## src/design/slc_pkg.sv

```systemverilog
// package of constants and carrier types for the switch link control registers
package slc_pkg;

    // ------------------------------------------------------------------
    // sizes and register indices (byte address = index * 4)
    // ------------------------------------------------------------------
    localparam int unsigned SLC_LINKS      = 8;       // links per register group
    localparam logic [7:0]  SLC_IDX_LOCK   = 8'h04;   // switch configuration, holds write lock
    localparam logic [7:0]  SLC_IDX_DBG    = 8'h1f;   // debug event origin
    localparam logic [7:0]  SLC_IDX_LSTAT  = 8'h20;   // link status, direction, network
    localparam logic [7:0]  SLC_IDX_PSTAT  = 8'h40;   // processor link status and network
    localparam logic [7:0]  SLC_IDX_LCFG   = 8'h80;   // external link configuration
    localparam logic [7:0]  SLC_IDX_STAT   = 8'ha0;   // static forwarding configuration

    // ------------------------------------------------------------------
    // field positions
    // ------------------------------------------------------------------
    localparam int SLC_LOCK_BIT  = 31;  // write lock
    localparam int SLC_KIND_LSB  = 24;  // source target kind, 25:24
    localparam int SLC_DEST_LSB  = 16;  // destination link, 23:16
    localparam int SLC_DIR_LSB   = 8;   // direction, 11:8
    localparam int SLC_NET_LSB   = 4;   // network, 5:4
    localparam int SLC_JUNK_BIT  = 2;
    localparam int SLC_DBUSY_BIT = 1;
    localparam int SLC_SBUSY_BIT = 0;
    localparam int SLC_EN_BIT    = 31;  // link enable
    localparam int SLC_FIVE_BIT  = 30;  // five-wire mode
    localparam int SLC_ERR_BIT   = 27;
    localparam int SLC_ISS_BIT   = 26;  // credit issued
    localparam int SLC_HELD_BIT  = 25;  // credit held
    localparam int SLC_LINK_GREETING_TOKEN_BIT = 24;  // command: greeting token
    localparam int SLC_RXRST_BIT = 23;  // command: receiver reset
    localparam int SLC_SYM_LSB   = 11;  // symbol gap, 21:11
    localparam int SLC_TOK_LSB   = 0;   // token gap, 10:0
    localparam int SLC_SEN_BIT   = 31;  // static enable
    localparam int SLC_PROC_BIT  = 8;   // static destination processor
    localparam int SLC_CHE_LSB   = 0;   // static channel end, 4:0

    // ------------------------------------------------------------------
    // reset values
    // ------------------------------------------------------------------
    localparam logic [31:0] SLC_RD_RESET = 32'h0000_0000;

    // static register n drives link letter SLC_STATIC_LINK[n] (A=0 .. H=7)
    localparam logic [2:0] SLC_STATIC_LINK [SLC_LINKS] = '{3'h2, 3'h3, 3'h0, 3'h1, 3'h6, 3'h7, 3'h4, 3'h5};

    // ------------------------------------------------------------------
    // carriers
    // ------------------------------------------------------------------
    typedef struct packed {             // live status from one link
        logic [1:0] src_kind;           // 0 switch_link, 1 processor_link, 2 switch_control_port
        logic [7:0] dest;               // destination link number
        logic       junk;               // current packet judged junk
        logic       dst_busy;
        logic       src_busy;
    } slc_lstat_t;

    typedef struct packed {             // one-cycle events from an external link
        logic ovf;                      // receive buffer overflow
        logic bad_tok;                  // illegal token encoding
        logic cred_in;                  // remote end granted us credit
        logic cred_out;                 // we issued credit to the remote end
    } slc_levt_t;

    typedef struct packed {             // stored external link configuration
        logic        en;
        logic        five;
        logic        err;
        logic        issued;
        logic        held;
        logic [10:0] sym_gap;
        logic [10:0] tok_gap;
    } slc_lcfg_t;

    typedef struct packed {             // controls to an external link
        logic        en;
        logic        five;
        logic [3:0]  dir;
        logic [1:0]  net;
        logic [10:0] sym_gap;
        logic [10:0] tok_gap;
    } slc_lctl_t;

    typedef struct packed {             // static forwarding of one link
        logic       en;
        logic       proc;
        logic [4:0] chanend;
    } slc_static_t;

    typedef struct packed {             // global halt event pulses
        logic core_one;
        logic core_zero;
    } slc_halt_t;

    typedef struct packed {             // whole block state
        logic [1:0]                    dbg;
        logic                          lock;
        logic [SLC_LINKS-1:0][3:0]     dir;
        logic [SLC_LINKS-1:0][1:0]     lnet;
        logic [SLC_LINKS-1:0][1:0]     pnet;
        slc_lcfg_t [SLC_LINKS-1:0]     cfg;
        slc_static_t [SLC_LINKS-1:0]   stc;
        logic [SLC_LINKS-1:0]          link_greeting_token;
        logic [SLC_LINKS-1:0]          rx_rst;
        logic [7:0]                    a_idx;
        logic                          a_wr;
        logic                          a_rd;
        logic                          hready;
        logic [31:0]                   hrdata;
    } slc_state_t;

endpackage

```

## src/design/slc_regs.sv

```systemverilog
// switch link control and status registers behind an ahb-lite slave
`timescale 1ns/1ps
module slc_regs (
    input  wire logic                                   clk,
    input  wire logic                                   rst_n,
    // ahb-lite slave
    input  wire logic                                   hsel,
    input  wire logic [31:0]                            haddr,
    input  wire logic [1:0]                             htrans,
    input  wire logic                                   hwrite,
    input  wire logic [2:0]                             hsize,
    input  wire logic [31:0]                            hwdata,
    input  wire logic                                   hready,
    output logic      [31:0]                            hrdata,
    output logic                                        hreadyout,
    output logic                                        hresp,
    // debug
    input  wire slc_pkg::slc_halt_t                     halt_evt,
    output logic      [1:0]                             debug_origin,
    // link status
    input  wire slc_pkg::slc_lstat_t [slc_pkg::SLC_LINKS-1:0] link_stat,
    input  wire slc_pkg::slc_lstat_t [slc_pkg::SLC_LINKS-1:0] processor_link_stat,
    input  wire slc_pkg::slc_levt_t  [slc_pkg::SLC_LINKS-1:0] link_evt,
    // link controls
    output slc_pkg::slc_lctl_t   [slc_pkg::SLC_LINKS-1:0]    link_ctl,
    output logic      [slc_pkg::SLC_LINKS-1:0][1:0]          processor_link_net,
    output logic      [slc_pkg::SLC_LINKS-1:0]               link_link_greeting_token,
    output logic      [slc_pkg::SLC_LINKS-1:0]               link_rx_reset,
    output slc_pkg::slc_static_t [slc_pkg::SLC_LINKS-1:0]    static_fwd
);

    // ------------------------------------------------------------------
    // state
    // ------------------------------------------------------------------
    slc_pkg::slc_state_t               q_r;         // registered state
    slc_pkg::slc_state_t               q_nxt;       // next state
    logic                              take;        // address phase accepted
    logic                              wr_ok;       // data phase write lands
    logic [slc_pkg::SLC_LINKS-1:0]     cmd_link_greeting_token;   // greeting command this cycle
    logic [slc_pkg::SLC_LINKS-1:0]     cmd_rxrst;   // receiver reset command this cycle

    // ------------------------------------------------------------------
    // read mux: assembles one register word from state and live status
    // ------------------------------------------------------------------
    function automatic logic [31:0] rd_word(input slc_pkg::slc_state_t s, input logic [7:0] idx,
                                            input slc_pkg::slc_lstat_t [slc_pkg::SLC_LINKS-1:0] ls,
                                            input slc_pkg::slc_lstat_t [slc_pkg::SLC_LINKS-1:0] ps);
        logic [31:0] w;
        w = slc_pkg::SLC_RD_RESET;                  // unmapped and reserved read zero
        if (idx == slc_pkg::SLC_IDX_LOCK) begin
            w[slc_pkg::SLC_LOCK_BIT] = s.lock;
        end
        if (idx == slc_pkg::SLC_IDX_DBG) begin
            w[1:0] = s.dbg;
        end
        for (int i = 0; i < slc_pkg::SLC_LINKS; i++) begin
            if (idx == slc_pkg::SLC_IDX_LSTAT + 8'(i)) begin
                w[slc_pkg::SLC_KIND_LSB +: 2] = ls[i].src_kind;
                w[slc_pkg::SLC_DEST_LSB +: 8] = ls[i].dest;
                w[slc_pkg::SLC_DIR_LSB +: 4]  = s.dir[i];
                w[slc_pkg::SLC_NET_LSB +: 2]  = s.lnet[i];
                w[slc_pkg::SLC_JUNK_BIT]      = ls[i].junk;
                w[slc_pkg::SLC_DBUSY_BIT]     = ls[i].dst_busy;
                w[slc_pkg::SLC_SBUSY_BIT]     = ls[i].src_busy;
            end
            if (idx == slc_pkg::SLC_IDX_PSTAT + 8'(i)) begin
                // same fields, bits 15:6 stay zero: no direction here
                w[slc_pkg::SLC_KIND_LSB +: 2] = ps[i].src_kind;
                w[slc_pkg::SLC_DEST_LSB +: 8] = ps[i].dest;
                w[slc_pkg::SLC_NET_LSB +: 2]  = s.pnet[i];
                w[slc_pkg::SLC_JUNK_BIT]      = ps[i].junk;
                w[slc_pkg::SLC_DBUSY_BIT]     = ps[i].dst_busy;
                w[slc_pkg::SLC_SBUSY_BIT]     = ps[i].src_busy;
            end
            if (idx == slc_pkg::SLC_IDX_LCFG + 8'(i)) begin
                // command bits 24 and 23 always read zero
                w[slc_pkg::SLC_EN_BIT]         = s.cfg[i].en;
                w[slc_pkg::SLC_FIVE_BIT]       = s.cfg[i].five;
                w[slc_pkg::SLC_ERR_BIT]        = s.cfg[i].err;
                w[slc_pkg::SLC_ISS_BIT]        = s.cfg[i].issued;
                w[slc_pkg::SLC_HELD_BIT]       = s.cfg[i].held;
                w[slc_pkg::SLC_SYM_LSB +: 11]  = s.cfg[i].sym_gap;
                w[slc_pkg::SLC_TOK_LSB +: 11]  = s.cfg[i].tok_gap;
            end
            if (idx == slc_pkg::SLC_IDX_STAT + 8'(i)) begin
                w[slc_pkg::SLC_SEN_BIT]       = s.stc[i].en;
                w[slc_pkg::SLC_PROC_BIT]      = s.stc[i].proc;
                w[slc_pkg::SLC_CHE_LSB +: 5]  = s.stc[i].chanend;
            end
        end
        return w;
    endfunction

    // ------------------------------------------------------------------
    // next-state logic
    // ------------------------------------------------------------------
    // reads take one wait state so hrdata can come straight from a flop;
    // writes complete with no wait state
    always_comb begin
        q_nxt     = q_r;
        take      = hsel && htrans[1] && hready;
        // lock register itself stays writable, otherwise a lock could never be undone
        wr_ok     = q_r.a_wr && hready && (!q_r.lock || q_r.a_idx == slc_pkg::SLC_IDX_LOCK);
        cmd_link_greeting_token = '0;
        cmd_rxrst = '0;

        // address phase capture
        if (hready) begin
            q_nxt.a_wr  = take && hwrite;
            q_nxt.a_rd  = take && !hwrite;
            q_nxt.a_idx = haddr[9:2];
        end
        // read data phase: one wait, then data from the flop
        if (q_r.a_rd) begin
            q_nxt.hrdata = rd_word(q_r, q_r.a_idx, link_stat, processor_link_stat);
            q_nxt.hready = 1'b1;
            q_nxt.a_rd   = 1'b0;
        end else begin
            q_nxt.hready = !(take && !hwrite);
        end

        // software writes
        if (wr_ok) begin
            if (q_r.a_idx == slc_pkg::SLC_IDX_LOCK) begin
                q_nxt.lock = hwdata[slc_pkg::SLC_LOCK_BIT];
            end
            if (q_r.a_idx == slc_pkg::SLC_IDX_DBG) begin
                q_nxt.dbg = hwdata[1:0];
            end
            for (int i = 0; i < slc_pkg::SLC_LINKS; i++) begin
                if (q_r.a_idx == slc_pkg::SLC_IDX_LSTAT + 8'(i)) begin
                    q_nxt.dir[i]  = hwdata[slc_pkg::SLC_DIR_LSB +: 4];
                    q_nxt.lnet[i] = hwdata[slc_pkg::SLC_NET_LSB +: 2];
                end
                if (q_r.a_idx == slc_pkg::SLC_IDX_PSTAT + 8'(i)) begin
                    q_nxt.pnet[i] = hwdata[slc_pkg::SLC_NET_LSB +: 2];
                end
                if (q_r.a_idx == slc_pkg::SLC_IDX_LCFG + 8'(i)) begin
                    q_nxt.cfg[i].en      = hwdata[slc_pkg::SLC_EN_BIT];
                    q_nxt.cfg[i].five    = hwdata[slc_pkg::SLC_FIVE_BIT];
                    q_nxt.cfg[i].sym_gap = hwdata[slc_pkg::SLC_SYM_LSB +: 11];
                    q_nxt.cfg[i].tok_gap = hwdata[slc_pkg::SLC_TOK_LSB +: 11];
                    cmd_link_greeting_token[i]         = hwdata[slc_pkg::SLC_LINK_GREETING_TOKEN_BIT];
                    cmd_rxrst[i]         = hwdata[slc_pkg::SLC_RXRST_BIT];
                end
                if (q_r.a_idx == slc_pkg::SLC_IDX_STAT + 8'(i)) begin
                    q_nxt.stc[i].en      = hwdata[slc_pkg::SLC_SEN_BIT];
                    q_nxt.stc[i].proc    = hwdata[slc_pkg::SLC_PROC_BIT];
                    q_nxt.stc[i].chanend = hwdata[slc_pkg::SLC_CHE_LSB +: 5];
                end
            end
        end

        // halt event origin: a hardware event beats a same-cycle write
        if (halt_evt.core_one || halt_evt.core_zero) begin
            q_nxt.dbg = {halt_evt.core_one, halt_evt.core_zero};
        end

        // per-link flags and command pulses
        for (int i = 0; i < slc_pkg::SLC_LINKS; i++) begin
            q_nxt.link_greeting_token[i]  = cmd_link_greeting_token[i];
            q_nxt.rx_rst[i] = cmd_rxrst[i];
            // error is sticky until a receiver reset; a new fault wins
            if (link_evt[i].ovf || link_evt[i].bad_tok) begin
                q_nxt.cfg[i].err = 1'b1;
            end else if (cmd_rxrst[i]) begin
                q_nxt.cfg[i].err = 1'b0;
            end
            // own credit: granted by remote, dropped by greeting or disable
            if (link_evt[i].cred_in) begin
                q_nxt.cfg[i].held = 1'b1;
            end else if (cmd_link_greeting_token[i] || !q_nxt.cfg[i].en) begin
                q_nxt.cfg[i].held = 1'b0;
            end
            // credit we issued: dropped by receiver reset or disable
            if (link_evt[i].cred_out) begin
                q_nxt.cfg[i].issued = 1'b1;
            end else if (cmd_rxrst[i] || !q_nxt.cfg[i].en) begin
                q_nxt.cfg[i].issued = 1'b0;
            end
        end
    end

    // ------------------------------------------------------------------
    // state register
    // ------------------------------------------------------------------
    always_ff @(posedge clk or negedge rst_n) begin
        if (!rst_n) begin
            q_r        <= '0;
            q_r.hready <= 1'b1;
        end else begin
            q_r <= q_nxt;
        end
    end

    // ------------------------------------------------------------------
    // outputs, all straight from state flops except hresp, which is tied to okay
    // ------------------------------------------------------------------
    assign hrdata        = q_r.hrdata;
    assign hreadyout     = q_r.hready;
    assign hresp         = 1'b0;          // always okay
    assign debug_origin  = q_r.dbg;
    assign processor_link_net     = q_r.pnet;
    assign link_link_greeting_token    = q_r.link_greeting_token;     // one-cycle greeting request
    assign link_rx_reset = q_r.rx_rst;    // one-cycle receiver reset

    // link controls and static routing reorder
    for (genvar g = 0; g < slc_pkg::SLC_LINKS; g++) begin : g_out
        assign link_ctl[g].en      = q_r.cfg[g].en;
        assign link_ctl[g].five    = q_r.cfg[g].five;
        assign link_ctl[g].dir     = q_r.dir[g];
        assign link_ctl[g].net     = q_r.lnet[g];
        assign link_ctl[g].sym_gap = q_r.cfg[g].sym_gap;
        assign link_ctl[g].tok_gap = q_r.cfg[g].tok_gap;
        assign static_fwd[slc_pkg::SLC_STATIC_LINK[g]] = q_r.stc[g];
    end
endmodule

```

## config.mk

```make
export PLATFORM = sky130hd
export DESIGN_NAME = slc_regs
export DESIGN_NICKNAME = d
export VERILOG_FILES = /design/src/design/slc_pkg.sv /design/src/design/slc_regs.sv
export SDC_FILE = /design/constraint.sdc
export NUM_CORES = 1
export LEC_CHECK = 0
export ABC_AREA = 0
export BUFFER_PORTS_ARGS = -buffer_cell sky130_fd_sc_hd__buf_4
export CAP_MARGIN = 20
export CORE_AREA = 4 4 265 267
export DETAILED_ROUTE_END_ITERATION = 6
export DIE_AREA = 0 0 269 271
export GPL_ROUTABILITY_DRIVEN = 0
export HOLD_SLACK_MARGIN = 0.05
export SLEW_MARGIN = 30
export SYNTH_ARGS = -nofsm -noshare
export SYNTH_HDL_FRONTEND = slang
export SYNTH_SLANG_ARGS = --single-unit
```

## constraint.sdc

```tcl
create_clock -name clk -period 2.4 [get_ports clk]
set_input_delay 0.12 -clock clk [delete_from_list [all_inputs] [get_ports clk]]
set_output_delay 0.12 -clock clk [all_outputs]
set_load 0.01 [all_outputs]
```

# Yosys cells after proc, flatten, opt, wreduce, memory -nomap -nowiden
# Index checks and enable logic that the tools add are counted.
# word_totals
register_bits	396
output_inout_bits	364
input_bits	316
word_cells	493
# op_classes
n_mux	242
n_eq_ne	34
reduce_logical	104
# op_table
operator	count
two-way mux 22 bit	12
two-way mux 10 bit	21
equality test 8 bit (second input constant)	16
two-way mux 2 bit	63
two-way mux 3 bit	30
two-way mux 1 bit	85
two-way mux 69 bit	1
AND reduction 2 bit	34
equality test 8 x 6 -> 1 bit (second input constant)	8
equality test 8 x 7 -> 1 bit (second input constant)	8
two-way mux 4 bit	16
two-way mux 5 bit	12
nonzero test 2 bit	27
logical OR 1 bit	26
two-way mux 8 bit	2
logical NOT 1 bit	11
equality test 8 x 3 -> 1 bit (second input constant)	1
equality test 8 x 5 -> 1 bit (second input constant)	1
logical AND 1 bit	6

# Depth between registers and ports, before layout
# depth
ltp_word	42
ltp_mapped	11

# Worst setup path before layout
# Ideal clock, no wire load.
# synth_timing
kind	register to register
start	reg q_r[39] in the netlist's numbering
end	reg q_r[245] in the netlist's numbering
setup_slack_ps	130
stages_incl_launch_ff	9
arrival_time_ps	2150
n_path_buf	3
period_less_slack_ps	2270
setup_time_ps	120
path_cell_list	dfrtp_1 > buf_2 > buf_4 > nor4b_2 > buf_2 > nand2_1 > nor2_2 > mux2_2 > a31o_2
# synth_lines
item	line	rtl
from (decl)	slc_regs.sv:35	slc_pkg::slc_state_t q_r;
from (signal assigned)	slc_regs.sv:192	q_r <= q_nxt;

# Final worst setup path
# layout_timing
start	reg q_r[36] in the netlist's numbering
end	reg q_r, in the netlist hrdata[0]
# layout_between
elab_chain_len	42
word_cells_on_any_way	74
# layout_lines
item	line	rtl
equality test 8 x 5 -> 1 bit	slc_regs.sv:53	if (idx == slc_pkg::SLC_IDX_DBG) begin
two-way mux 2 bit	slc_regs.sv:53	
two-way mux 3 bit	slc_regs.sv:57	if (idx == slc_pkg::SLC_IDX_LSTAT + 8'(i)) begin
two-way mux 3 bit	slc_regs.sv:66	if (idx == slc_pkg::SLC_IDX_PSTAT + 8'(i)) begin
two-way mux 22 bit	slc_regs.sv:75	if (idx == slc_pkg::SLC_IDX_LCFG + 8'(i)) begin
two-way mux 5 bit	slc_regs.sv:85	if (idx == slc_pkg::SLC_IDX_STAT + 8'(i)) begin
two-way mux 3 bit	slc_regs.sv:57	
two-way mux 3 bit	slc_regs.sv:66	
[... 26 more ...]	--	
two-way mux 3 bit	slc_regs.sv:57	
two-way mux 3 bit	slc_regs.sv:66	
two-way mux 22 bit	slc_regs.sv:75	
two-way mux 5 bit	slc_regs.sv:85	
two-way mux 3 bit	slc_regs.sv:57	
two-way mux 3 bit	slc_regs.sv:66	
two-way mux 22 bit	slc_regs.sv:75	
two-way mux 5 bit *	slc_regs.sv:85	
# Every way passes the cells marked *; elsewhere a longest branch is shown, timed or not. The select of a mux whose other input is x is not followed.
# A chain may end at the register's enable or synchronous reset.

==> out/results.ini <==
[worst_setup_path]
path_cells=buf_6 -> or4b_4 -> buf_12 -> buf_4 -> nor2_4 -> nand2_1 -> nand4_1 -> a211oi_2 -> o41ai_2 -> a211o_1
regToRegEndpoint=hrdata[0]$_DFFE_PN0P_
slowest_stage=or4b_4
worstPathMaxFanout=6
worstSetupPathType=reg2reg
crit_buf_inv=3
crit_end=hrdata[0]$_DFFE_PN0P_
cp_data_arrival_time_ns=3.20
end_kind=flip-flop
crit_required_ns=2.94
worstSetupPathDepth=10
ff2ff_path_depth=10
crit_start=q_r[36]$_DFFE_PN0P_
max_stage_delay_ns=0.60
worst-r2r-setup-slack_ns=-0.27
rr_startpoint=q_r[36]$_DFFE_PN0P_
crit_family=simple AND/OR/NAND/NOR gates
cp-start-kind=flip-flop

[yosys]
seq_area_frac_synth_pct=44.7
synthCells=2034
synth_edf_count=0
netlist-cell-type-count=80
syn_area_sq_um=22200
synth_ff_type=dfrtp_1
synth.ff_latch_count=396
synth-compound-area-share_pct=15.8
synth_top_family_by_area=multiplexers
synthMuxAreaShare_pct=16.3
synthArstFlopShare_pct=100
synth_adder_area_share_pct=0
syn_avg_cell_area_sq_um=10.9
yosys_warnings=0
synth-xor-area-share_pct=0.0395
yosys.area_share.simple_pct=7.75

[power_and_ir_drop]
switchingPower_w=0.00434
peakVddDrop_uv=392
p_int_w=0.0124
power_density_nw_per_um2=504
p_total_w=0.0168
leakage_nw=16.3
switching_share_pct=25.9
seq_power_share_pct=41.5
power_frac_comb_pct=14.3
power.share.clock_pct=44.2

[sta]
finalHoldViolCount=0
final.hold.worst_slack_ns=0.0807
worst_pin_slew_ns=0.744
fin_ws_ns=-0.266
clock_skew_ns=0.0369
fmax_mhz=375
maxSlewViolCount=0
rsz0062_at_grt=yes
slew_headroom_pct=49.9
post-route-period-util_pct=111
timing.setup.tns_ns=-7.91
period_needed_ns=2.67
finalSetupViolations=145

[global_routing]
grt_pass1_vias=21300
antenna_found_initial=6
gr-usage-all-layers_pct=29.5
grt_start_max_net_pins=77
grt_pass1_wl_um=156000
gr-total-overflow=0

[finish]
final_cell_mix=848 x buf_4, 389 x dfrtp_1, 223 x mux2_2
fin_util_pct=48.8
nFillCells=6050
area_growth_pct=50.0
fin_nets=3049
final_layout_size_suffix_gt1_share_pct=56.9
multi_input_area_sq_um=10400
seqCellArea_sq_um=9920
final_common_cell=buf_4

[clock_tree]
clk_path_buf_depth=3
clkSlewWorstSetupHoldPaths_ns=0.07
cts_tree=done
cts_htree_levels=2
cts-root-buf=clkbuf_16
numCtsBuffers=45
clk_latency_ns=0.60
cts.sinks=396

[flow_run]
maxCapViolations=0

[placement]
portBuffers=642
dp_hpwl_um=86000

[die]
dieWidth_um=269
io-pin-count=680
chipHeight_um=271
core_area_sq_um=68100
initial_core_util_pct=32.6
num_rows=96
dieArea_sq_um=72900

[outcome]
violations=setup timing
status=finished with violations

[detailed_routing]
drt-pass1-iter-count=6
drtIter0Drc=2222
vias_per_cell=5.73
wl_um=116000
num_vias=20900
ant_nets=0
avgRoutedWirePerCell_um=31.7
drc_errors=0

[hold_path]
hold_class=in2reg

-- stage by stage --
stage                     cells  cell area (sq um)  worst slack, ns
after floorplan            2036              22200            0.130
after global placement     3331              27300           -0.495
after global routing       3650              33200           -0.290
after detailed placement   3331              27300           -0.560
after CTS                  3589              31300           -0.137
final                      3653              33300           -0.266
-- sequential cells by signal, summed over array words and instances, names as in the netlist --
signal and count:
debug_origin 2, q_r 35, hreadyout 1, processor_link_net 16, static_fwd 56, hrdata 30
link_rx_reset 8, link_ctl 240, link_link_greeting_token 8
-- worst min path at each step --
stage	startpoint	endpoint	slack, ns	depth (start not counted)
floorplan	rst_n	debug_origin[0]$_DFFE_PN0P_	-0.18	0
global placement	rst_n	q_r[300]$_DFFE_PN0P_	0.16	1
detailed placement	rst_n	q_r[300]$_DFFE_PN0P_	0.17	1
CTS	link_stat[52]	hrdata[0]$_DFFE_PN0P_	0.06	6
global route	link_stat[56]	hrdata[17]$_DFFE_PN0P_	0.07	4
finish	link_stat[55]	hrdata[16]$_DFFE_PN0P_	0.08	4
-- cells in the mapped netlist, types with 4 or more instances --
master | count | area [sq um]
dfrtp_1 | 395 | 9880
buf_4 | 374 | 2810
mux2_2 | 259 | 2920
nand2_1 | 98 | 368
nor2_1 | 85 | 319
a21oi_1 | 78 | 390
o21ai_0 | 67 | 335
a22oi_1 | 66 | 495
buf_2 | 62 | 310
mux2_1 | 57 | 642
clkbuf_1 | 46 | 173
o22ai_1 | 43 | 269
a221oi_1 | 38 | 333
a22o_1 | 33 | 289
nand3_1 | 29 | 145
a211o_1 | 24 | 210
inv_1 | 24 | 90.1
a222oi_1 | 22 | 220
o221ai_1 | 18 | 158
a31o_2 | 14 | 123
a31oi_1 | 13 | 81.3
nor2_2 | 13 | 81.3
o211ai_1 | 12 | 90.1
a211oi_1 | 11 | 82.6
nor3_1 | 11 | 55.1
nor4_1 | 11 | 68.8
nand2_2 | 9 | 56.3
a41oi_1 | 7 | 61.3
nor2_4 | 7 | 78.8
a2111oi_0 | 6 | 52.6
a21o_1 | 6 | 45.0
a221o_1 | 5 | 50.1
buf_1 | 5 | 18.8
or4b_1 | 5 | 50.1
nor2b_1 | 4 | 25.0
-- logic make-up (layout without fill, tap and decap cells) --
| logic type | Yosys count | in the layout |
|---|---|---|
| and+or+nand+nor | 315 | 315 |
| muxes | 320 | 320 |
| DFF | 396 | 396 |
| xor gates and xnor gates | 1 | 1 |
| buffers and inverters | 514 | 1246 |
| other | 1 | 6 |
| AOI/OAI and AO/OA | 487 | 487 |
-- final cells by class --
cell class / instances / area share (%)
multi-input combinational: 1126 / 31.2
timing repair buffer: 1140 / 30.6
sequential: 396 / 29.8
clock buffer: 66 / 4.17
tap: 882 / 3.32
clock inverter: 16 / 0.602
inverter: 24 / 0.271
antenna: 3 / 0.0226
-- routing by layer --
layer | vias to the layer above | global-route usage (%) | wire [um]
met1 | 10500 | 36.8 | 44000
met4 | 8 | 12.4 | 6130
li1 | 8565 | - | -
met3 | 366 | 8.23 | 11500
met2 | 1452 | 47.9 | 54100
met5 | - | 0 | 46
-- power by group through the flow --
stage | Clock [W] | Combinational, W | Sequential [W]
after floorplan | 0 | 0.000790 | 0.00699
after global placement | 0 | 0.00187 | 0.00705
after detailed placement | 0 | 0.00190 | 0.00706
after CTS | 0.00756 | 0.00220 | 0.00694
after global routing | 0.00781 | 0.00251 | 0.00696
final | 0.00742 | 0.00240 | 0.00695
-- timing repair --
item | 4_1_cts | 5_1_grt
hold buffers | 146 | 1
gates resized for setup | 143 | 303
hold endpoints to repair | 498 | 1
gates cloned | 3 | 9
setup buffers | 27 | 57
setup endpoints to repair | 253 | 306
pin swaps | 32 | 110
-- worst register-to-register path, delay by kind of cell (launching register included) --
kind | cells | cell delay [ns]
DFF | 1 | 0.44
and+or+nand+nor | 4 | 0.89
buffers and inverters | 3 | 0.45
AOI/OAI and AO/OA | 3 | 0.84
No activity file was read; power rests on OpenSTA's default activity.
